`config.mk`:
```
export PLATFORM = sky130hd
export DESIGN_NAME = sac_adc_top
export DESIGN_NICKNAME = d
export VERILOG_FILES = /design/src/rtl/sac_adc_pkg.sv /design/src/rtl/sac_clk_div.sv /design/src/rtl/sac_result_fmt.sv /design/src/rtl/sac_adc_top.sv
export VERILOG_INCLUDE_DIRS = /design/src /design/src/rtl
export SDC_FILE = /design/constraint.sdc
export NUM_CORES = 1
export LEC_CHECK = 0
export BUFFER_PORTS_ARGS = -buffer_cell sky130_fd_sc_hd__buf_2
export CAP_MARGIN = 30
export CELL_PAD_IN_SITES_DETAIL_PLACEMENT = 1
export CELL_PAD_IN_SITES_GLOBAL_PLACEMENT = 2
export CORE_MARGIN = 10
export CORE_UTILIZATION = 30
export CTS_CLUSTER_SIZE = 12
export DETAILED_ROUTE_END_ITERATION = 7
export GPL_TIMING_DRIVEN = 0
export HOLD_SLACK_MARGIN = 0.12
export PLACE_DENSITY_LB_ADDON = 0.05
export SYNTH_ARGS = -nofsm -noshare
export SYNTH_HDL_FRONTEND = slang
export SYNTH_HIERARCHICAL = 1
export SYNTH_SLANG_ARGS = --single-unit
```
`constraint.sdc`:
```
create_clock -name clk -period 2.99 [get_ports clk]
set_input_delay 0.598 -clock clk [delete_from_list [all_inputs] [get_ports clk]]
set_output_delay 0.598 -clock clk [all_outputs]
set_load 0.02 [all_outputs]
```
`src/rtl/sac_adc_regs.svh`:
```
`ifndef SAC_ADC_REGS_SVH
`define SAC_ADC_REGS_SVH
// ==========================================
// register byte offsets
`define SAC_OFS_STATUS_CONTROL 8'h00
`define SAC_OFS_RESULT_HIGH 8'h04
`define SAC_OFS_RESULT_LOW 8'h08
`define SAC_OFS_CLOCK_CONFIG 8'h0C
// ==========================================
// status/control fields
`define SAC_BIT_COMPLETE 7
`define SAC_BIT_IRQ_EN 6
`define SAC_BIT_CONT_EN 5
`define SAC_CHAN_MSB 4
`define SAC_CHAN_LSB 0
`define SAC_RST_STATUS_CONTROL 8'h1F
// ==========================================
// clock configuration fields
`define SAC_DIV_MSB 7
`define SAC_DIV_LSB 5
`define SAC_BIT_CLK_SRC 4
`define SAC_BIT_FMT_HI 3
`define SAC_BIT_FMT_LO 2
`define SAC_RST_CLOCK_CONFIG 8'h00
// ==========================================
// channel codes
`define SAC_CHAN_COUNT 7
`define SAC_CHAN_POWER_OFF 5'h1F
// ==========================================
// conversion timing in converter clock ticks, and the first trial code
`define SAC_SAMPLE_TICKS 4'h5
`define SAC_LAST_TICK 4'hF
`define SAC_FIRST_TRIAL 10'h200
`endif

```
`src/rtl/sac_adc_pkg.sv`:
```
package sac_adc_pkg;
  // ==========================================
  // result format choices
  typedef enum logic [1:0] {
    SAC_FMT_LEFT = 2'h0,
    SAC_FMT_RIGHT = 2'h1,
    SAC_FMT_SIGNED = 2'h2,
    SAC_FMT_TRUNC = 2'h3
  } sac_fmt_type;
  // ==========================================
  // converter sequencer states
  typedef enum logic [1:0] {
    SAC_IDLE,
    SAC_ARM,
    SAC_CONV
  } sac_state_type;
  // ==========================================
  // formatted result byte pair
  typedef struct packed {
    logic [7:0] high;
    logic [7:0] low;
  } sac_result_type;
endpackage

```
`src/rtl/sac_clk_div.sv`:
```
`include "sac_adc_regs.svh"
module sac_clk_div (
  // clock and reset
  input wire logic clk,
  input wire logic rst_n,
  // source selection
  input wire logic oscTick,
  input wire logic srcSel,
  input wire logic [2:0] divSel,
  // converter clock enable
  output logic convTick
);
  import sac_adc_pkg::*;
  logic [3:0] cnt_r;
  logic [3:0] lim;
  logic srcTick;
  // codes above four saturate at divide by sixteen
  assign lim = (divSel > 3'h4) ? 4'hF :
    4'((5'h01 << divSel) - 5'h01);
  assign srcTick = srcSel ? oscTick : 1'b1;
  // ==========================================
  // free running divider
  always_ff @(posedge clk) begin
    if (!rst_n) begin
      cnt_r <= 4'h0;
      convTick <= 1'b0;
    end else begin
      convTick <= 1'b0;
      if (srcTick) begin
        if (cnt_r >= lim) begin
          cnt_r <= 4'h0;
          convTick <= 1'b1;
        end else begin
          cnt_r <= cnt_r + 4'h1;
        end
      end
    end
  end
endmodule // sac_clk_div

```
`src/rtl/sac_result_fmt.sv`:
```
module sac_result_fmt (
  // raw code and format
  input wire logic [9:0] code,
  input sac_adc_pkg::sac_fmt_type fmt,
  // formatted bytes
  output sac_adc_pkg::sac_result_type result
);
  import sac_adc_pkg::*;
  // ==========================================
  // four justifications
  always_comb begin
    result = '0;
    case (fmt)
      SAC_FMT_LEFT: begin
        result.high = code[9:2];
        result.low = {code[1:0], 6'h00};
      end
      SAC_FMT_RIGHT: begin
        result.high = {6'h00, code[9:8]};
        result.low = code[7:0];
      end
      SAC_FMT_SIGNED: begin
        result.high = {~code[9], code[8:2]};
        result.low = {code[1:0], 6'h00};
      end
      default: begin
        result.high = 8'h00;
        result.low = code[9:2];
      end
    endcase
  end
endmodule // sac_result_fmt

```
`src/rtl/sac_adc_top.sv`:
```
`include "sac_adc_regs.svh"
module sac_adc_top (
  // clock and reset
  input wire logic clk,
  input wire logic rst_n,
  // apb slave
  input wire logic psel,
  input wire logic penable,
  input wire logic pwrite,
  input wire logic [7:0] paddr,
  input wire logic [31:0] pwdata,
  output logic [31:0] prdata,
  output logic pready,
  output logic pslverr,
  // converter clock source and power modes
  input wire logic oscTick,
  input wire logic waitMode,
  input wire logic stopMode,
  // analog front end
  input wire logic cmpHigh,
  output logic [9:0] dacCode,
  output logic sampleEn,
  output logic [4:0] muxSel,
  output logic analogPowerDown,
  // shared port pins
  input wire logic [6:0] portData,
  input wire logic [6:0] portDir,
  input wire logic [6:0] pinLevel,
  output logic [6:0] pinOut,
  output logic [6:0] pinOe,
  output logic [6:0] portReadData,
  // processor interrupt
  output logic irqReq
);
  import sac_adc_pkg::*;
  // ==========================================
  // declarations
  logic [7:0] statusCtl_r;
  logic [7:0] clockCfg_r;
  logic [7:0] resultHigh_r;
  logic [7:0] resultLow_r;
  logic lowFrozen_r;
  logic runReq_r;
  logic stopSeen_r;
  sac_state_type state_r;
  logic [3:0] tick_r;
  logic [9:0] trial_r;
  logic [9:0] trial_nxt;
  logic [9:0] finalCode;
  logic [3:0] bitIdx;
  logic [9:0] bitMask;
  logic [9:0] keptTrial;
  logic convTick;
  logic convDone;
  sac_fmt_type fmt;
  sac_result_type fmtResult;
  logic accessEnd;
  logic wrEnd;
  logic rdEnd;
  logic statusWr;
  logic clockWr;
  logic highRd;
  logic lowRd;
  logic resultRd;
  logic startReq;
  logic powerOff;
  logic irqEn;
  logic contEn;
  logic interlocked;
  logic [31:0] rdMux;
  logic mapped;
  // ==========================================
  // apb decode
  assign accessEnd = psel && penable && pready;
  assign wrEnd = accessEnd && pwrite;
  assign rdEnd = accessEnd && !pwrite;
  assign statusWr = wrEnd && (paddr == `SAC_OFS_STATUS_CONTROL);
  assign clockWr = wrEnd && (paddr == `SAC_OFS_CLOCK_CONFIG);
  assign highRd = rdEnd && (paddr == `SAC_OFS_RESULT_HIGH);
  assign lowRd = rdEnd && (paddr == `SAC_OFS_RESULT_LOW);
  assign resultRd = highRd || lowRd;
  always_comb begin
    rdMux = 32'h0000_0000;
    mapped = 1'b1;
    if (paddr == `SAC_OFS_STATUS_CONTROL) begin
      rdMux = {24'h00_0000, statusCtl_r};
    end else if (paddr == `SAC_OFS_RESULT_HIGH) begin
      rdMux = {24'h00_0000, resultHigh_r};
    end else if (paddr == `SAC_OFS_RESULT_LOW) begin
      rdMux = {24'h00_0000, resultLow_r};
    end else if (paddr == `SAC_OFS_CLOCK_CONFIG) begin
      rdMux = {24'h00_0000, clockCfg_r};
    end else begin
      mapped = 1'b0;
    end
  end
  // ==========================================
  // apb handshake: one wait state per access
  always_ff @(posedge clk) begin
    if (!rst_n) begin
      pready <= 1'b0;
      prdata <= 32'h0000_0000;
      pslverr <= 1'b0;
    end else begin
      pready <= psel && penable && !pready;
      if (psel && penable && !pready) begin
        prdata <= pwrite ? 32'h0000_0000 : rdMux;
        pslverr <= !mapped;
      end else begin
        prdata <= 32'h0000_0000;
        pslverr <= 1'b0;
      end
    end
  end
  // ==========================================
  // control fields
  assign powerOff = statusCtl_r[`SAC_CHAN_MSB:`SAC_CHAN_LSB] ==
    `SAC_CHAN_POWER_OFF;
  assign irqEn = statusCtl_r[`SAC_BIT_IRQ_EN];
  assign contEn = statusCtl_r[`SAC_BIT_CONT_EN];
  assign fmt = sac_fmt_type'({clockCfg_r[`SAC_BIT_FMT_HI],
    clockCfg_r[`SAC_BIT_FMT_LO]});
  assign interlocked = fmt != SAC_FMT_TRUNC;
  assign startReq = statusWr &&
    (pwdata[`SAC_CHAN_MSB:`SAC_CHAN_LSB] != `SAC_CHAN_POWER_OFF);
  always_ff @(posedge clk) begin
    if (!rst_n) begin
      clockCfg_r <= `SAC_RST_CLOCK_CONFIG;
    end else if (clockWr) begin
      clockCfg_r <= pwdata[7:0];
    end
  end
  // ==========================================
  // status/control with sticky complete flag
  // set beats clear so a finish in the clearing cycle is kept
  always_ff @(posedge clk) begin
    if (!rst_n) begin
      statusCtl_r <= `SAC_RST_STATUS_CONTROL;
    end else begin
      if (statusWr) begin
        statusCtl_r[6:0] <= pwdata[6:0];
        // writable only as the service select with irq on
        statusCtl_r[`SAC_BIT_COMPLETE] <=
          pwdata[`SAC_BIT_IRQ_EN] && pwdata[`SAC_BIT_COMPLETE];
      end else if (resultRd && !irqEn) begin
        statusCtl_r[`SAC_BIT_COMPLETE] <= 1'b0;
      end
      if (convDone && !irqEn) begin
        statusCtl_r[`SAC_BIT_COMPLETE] <= 1'b1;
      end
    end
  end
  // ==========================================
  // run request survives stop mode
  always_ff @(posedge clk) begin
    if (!rst_n) begin
      runReq_r <= 1'b0;
    end else if (statusWr) begin
      runReq_r <= startReq;
    end else if (convDone && !contEn) begin
      runReq_r <= 1'b0;
    end
  end
  always_ff @(posedge clk) begin
    if (!rst_n) begin
      stopSeen_r <= 1'b0;
    end else begin
      stopSeen_r <= stopMode;
    end
  end
  // ==========================================
  // converter clock
  sac_clk_div uDiv (
    .clk(clk),
    .rst_n(rst_n),
    .oscTick(oscTick),
    .srcSel(clockCfg_r[`SAC_BIT_CLK_SRC]),
    .divSel(clockCfg_r[`SAC_DIV_MSB:`SAC_DIV_LSB]),
    .convTick(convTick)
  );
  // ==========================================
  // successive approximation sequencer
  assign bitIdx = `SAC_LAST_TICK - tick_r;
  assign bitMask = 10'(10'h001 << bitIdx);
  // comparator low clears the bit under trial
  assign keptTrial = cmpHigh ? trial_r : (trial_r & ~bitMask);
  assign finalCode = keptTrial;
  assign convDone = (state_r == SAC_CONV) && convTick &&
    (tick_r == `SAC_LAST_TICK) && !stopMode && !statusWr;
  // the next trial feeds the dac too, so the comparator always
  // judges the code under trial and not the one before it
  always_comb begin
    trial_nxt = trial_r;
    if ((state_r == SAC_CONV) && convTick && !stopMode && !statusWr) begin
      if (tick_r == `SAC_SAMPLE_TICKS) begin
        trial_nxt = `SAC_FIRST_TRIAL;
      end else if (tick_r > `SAC_SAMPLE_TICKS) begin
        trial_nxt = keptTrial | (bitMask >> 1);
      end
    end
  end
  always_ff @(posedge clk) begin
    if (!rst_n) begin
      trial_r <= 10'h000;
    end else begin
      trial_r <= trial_nxt;
    end
  end
  // wait mode is not looked at: conversions run on through it
  always_ff @(posedge clk) begin
    if (!rst_n) begin
      state_r <= SAC_IDLE;
      tick_r <= 4'h0;
    end else if (stopMode) begin
      state_r <= SAC_IDLE;
      tick_r <= 4'h0;
    end else if (statusWr) begin
      state_r <= startReq ? SAC_ARM : SAC_IDLE;
      tick_r <= 4'h0;
    end else begin
      case (state_r)
        SAC_IDLE: begin
          if (stopSeen_r && runReq_r) begin
            state_r <= SAC_ARM;
          end
        end
        SAC_ARM: begin
          // partial tick before this is the extra cycle
          if (convTick) begin
            state_r <= SAC_CONV;
            tick_r <= 4'h0;
          end
        end
        SAC_CONV: begin
          if (convTick) begin
            tick_r <= tick_r + 4'h1;
            if (tick_r == `SAC_LAST_TICK) begin
              state_r <= contEn ? SAC_CONV : SAC_IDLE;
              tick_r <= 4'h0;
            end
          end
        end
        default: begin
          state_r <= SAC_IDLE;
        end
      endcase
    end
  end
  // ==========================================
  // analog front end drive
  always_ff @(posedge clk) begin
    if (!rst_n) begin
      dacCode <= 10'h000;
      sampleEn <= 1'b0;
      muxSel <= `SAC_CHAN_POWER_OFF;
      analogPowerDown <= 1'b1;
    end else begin
      dacCode <= trial_nxt;
      // stop cuts sampling at once, not one cycle later
      sampleEn <= !stopMode && (state_r == SAC_CONV) &&
        (tick_r <= `SAC_SAMPLE_TICKS);
      muxSel <= statusCtl_r[`SAC_CHAN_MSB:`SAC_CHAN_LSB];
      analogPowerDown <= powerOff || stopMode;
    end
  end
  // ==========================================
  // result registers and read interlock
  sac_result_fmt uFmt (
    .code(finalCode),
    .fmt(fmt),
    .result(fmtResult)
  );
  always_ff @(posedge clk) begin
    if (!rst_n) begin
      resultHigh_r <= 8'h00;
      resultLow_r <= 8'h00;
    end else if (convDone && !(lowFrozen_r && interlocked)) begin
      resultHigh_r <= fmtResult.high;
      resultLow_r <= fmtResult.low;
    end
  end
  // a low read always releases, even alongside a new result
  always_ff @(posedge clk) begin
    if (!rst_n) begin
      lowFrozen_r <= 1'b0;
    end else if (lowRd) begin
      lowFrozen_r <= 1'b0;
    end else if (highRd && interlocked) begin
      lowFrozen_r <= 1'b1;
    end
  end
  // ==========================================
  // interrupt request
  // stays high through wait mode so it can wake the core
  always_ff @(posedge clk) begin
    if (!rst_n) begin
      irqReq <= 1'b0;
    end else if (convDone && irqEn &&
      !statusCtl_r[`SAC_BIT_COMPLETE]) begin
      irqReq <= 1'b1;
    end else if (statusWr || resultRd || !irqEn) begin
      irqReq <= 1'b0;
    end
  end
  // ==========================================
  // shared pin override, one slice per channel
  genvar gi;
  generate
    for (gi = 0; gi < `SAC_CHAN_COUNT; gi++) begin : gPin
      logic chanSel;
      assign chanSel = !powerOff &&
        (statusCtl_r[`SAC_CHAN_MSB:`SAC_CHAN_LSB] == 5'(gi));
      always_ff @(posedge clk) begin
        if (!rst_n) begin
          pinOut[gi] <= 1'b0;
          pinOe[gi] <= 1'b0;
          portReadData[gi] <= 1'b0;
        end else begin
          pinOut[gi] <= portData[gi];
          pinOe[gi] <= chanSel ? 1'b0 : portDir[gi];
          portReadData[gi] <= chanSel ? 1'b0 : pinLevel[gi];
        end
      end
    end
  endgenerate
endmodule // sac_adc_top

```
==> metrics.txt <==
1st-iter DRT viols=between 100 and 150; hpwl dp=~12000 um; cell repeated most along the worst path=ha_1; Slew HR=0.518; Clock Path Buffers=2; # resized after CTS=0; startpoint types=flip-flop; final std cells w/o fill=873; Core Box Area=about 15000 um^2; Clk Latency, worst-skew pair=between 0.3 and 0.4 ns; CP bufs+invs=0; met1 Use GR=0.177; Critical Path RT=roughly 3.3 ns; gate count after technology mapping=530; Switch Pwr=between 0.6 and 0.7 mW; RSZ-0062 raised after global routing=false; final net count=740; Hold Buf Count CTS=0; Crit Path Max Fanout=6; WL/cell=between 15 and 20 um; via count=between 4000 and 5000; Post-DRT Antenna Nets=0; Yosys cell types=just under 60; Yosys reg bits=95; most common flop cell mapped by yosys=dfxtp_1; most frequent cells in the layout=buf_2 (98), dfxtp_1 (95), nand3_1 (35), nor2_1 (35), nand2_1 (32); Synth top area share=0.406; CP top delay family=compound AO/OA/AOI/OAI gates; status=complete, no violations; CTS tree=yes; Final period util=0.866; Internal=roughly 2.2 mW; CTS sink cnt=between 90 and 100; most common library cell in the layout ignoring fill and taps=buf_2; ordered cell list for the critical path=or3_1, ha_1, mux2_2, o22ai_1, ha_1, a21o_1, a21oi_4, nand4_1, a31oi_1; crit end category=flip-flop; fmax=0.386 GHz; Die Span X=~150 um; critical path type=flip-flop to flip-flop; DIE AREA=between 20000 and 25000 um^2; GRT Total Usage=0.139; Setup TNS=0 ns; skew final=between 0.01 and 0.015 ns; sequential power share=0.445; crit path DAT=between 2 and 3 ns; Hold Path Class=input pin to flip-flop; max cap viols=0; sw frac=0.238; # diodes=0; power share of the clock group=0.485; share of layout cells above drive strength 1=0.236; final hold vios=0; Tmin final=approximately 2.6 ns; slowest stage delay, CP=around 0.44 ns; count of final setup violators=0; CTS root buffer=clkbuf_16; count of buffers from port buffering=93; number of buffers created by CTS=9; initial antenna violation count=0; Synth Warn #=6; Placer Congestion=about 0.75; Worst-path clk slew=~0.070 ns; final slew viol count=0; first-pass GRT wire length=around 24000 um; GRT busiest layer=met2; Via density=between 4 and 5; global route total overflow=0; Post-Syn Area per Cell=slightly below 9 um^2; Async SR Flop Fraction=0; post-synth top area cell=dfxtp_1; Initial DRT Pass Iterations=4; met3 GRT Util=0.0320; Synth area leaders=dfxtp_1 (41%), mux2i_1 (5.3%), buf_4 (4.8%); maximum vdd drop=approximately 0.25 mV; DRC=0; fin util=0.385; largest net degree at the start of global routing=19; Die H=between 100 and 150 um; post-synthesis cell area=about 4700 um^2; Placed Cells incl. Taps=~860; Static Leakage=about 2.4 nW; area grow syn2layout=25.1%; number of I/O pins=~140; total power=2.89 mW; Gate power share=0.070; # H-tree levels=3; Cell Rows=45; PD cells=493 nW/um^2; drt total wl=14900 um; number of global-route vias before repair=about 4400; Post-synth EDFFs=0; CP max-delay cell=or3_1; met2 Usage GRT=0.228; initial core utilization=0.307; setup bufs post-CTS=0; register area share after synthesis=0.406; Slew @ Worst Pin=0.705 ns
power groups by stage:
stage          registers, mW  clock network, mW  logic [mW]
2_1_floorplan           1.34                  0       0.105
3_3_place_gp            1.32                  0       0.200
3_5_place_dp            1.32                  0       0.203
4_1_cts                 1.29               1.44       0.204
5_1_grt                 1.29               1.50       0.222
6_report                1.29               1.40       0.204
metal layers:
layer	up-vias	wire, um	part of all wire
li1	2064	-	-
met1	1974	7070	0.48
met2	92	6970	0.47
met3	13	650	0.044
met4	0	185	0.012
met5	-	0	0
cell type report:
cell class                      instances  area [um^2]
Clock buffer                            9          225
Sequential cell                        95         1900
Clock inverter                          7          138
Multi-Input combinational cell        373         2420
Tap cell                              211          264
Fill cell                            1820         9390
Timing Repair Buffer                   93          465
Inverter                               28          105
Buffer                                 57          349
flip-flops by register name, summed over array words and instances (netlist names), 5 cells and up:
signal / cells
resultLow_r: 8
pinOut: 7
resultHigh_r: 8
statusCtl_r: 8
prdata: 8
pinOe: 7
clockCfg_r: 8
dacCode: 10
portReadData: 7
muxSel: 5
metrics by stage:
step,instance area [um^2],setup slack [ns],hold WS [ns]
finish,5870,0.400,0.442
CTS,5870,0.399,0.428
global placement,5510,0.483,0.469
global route,5870,0.280,0.430
floorplan,4780,0.685,0.452
detailed placement,5510,0.422,0.470
worst register-to-register path, stage by stage (launching register included):
cell	delay (ns)
dfxtp_1	0.40
or3_1	0.44
ha_1	0.23
mux2_2	0.27
o22ai_1	0.16
ha_1	0.28
a21o_1	0.22
a21oi_4	0.23
nand4_1	0.12
a31oi_1	0.19
Yosys cell counts (4+ instances only):
library cell	n
a21boi_0	13
nand2b_1	14
o2bb2ai_1	8
nand3_1	35
nand4_1	5
inv_1	28
nor2b_1	24
dfxtp_1	95
buf_4	30
a21boi_1	14
o21ai_0	26
clkbuf_1	17
ha_1	13
nor2_1	35
nand3b_1	4
and2_1	11
a21oi_1	16
a2111oi_0	8
buf_2	5
a31oi_1	8
mux2i_1	25
nand2_1	32
cells by family (layout without fill, tap and decap cells):
family,count (synthesis),count (layout),synth area share
xor+xnor,2,2,0.00374
flops,95,95,0.406
simple gates,185,185,0.216
mux,26,26,0.0558
other cells,1,24,0.000800
compound gates,123,123,0.186
fa+ha+maj,13,13,0.0347
buf+inv,85,194,0.0969
worst paths after layout:
path	endpoint	slack, ns	startpoint	cells after the start
worst min register to register	resultHigh_r[2]	0.48	resultHigh_r[2]	2
worst max-delay path	uDiv/cnt_r[3]	0.40	clockCfg_r[7]	9
worst max register to register	uDiv/cnt_r[3]	0.40	clockCfg_r[7]	9
worst min-delay path	pinOe[4]	0.44	portDir[4]	2
No activity file was read; power rests on OpenSTA's default activity.
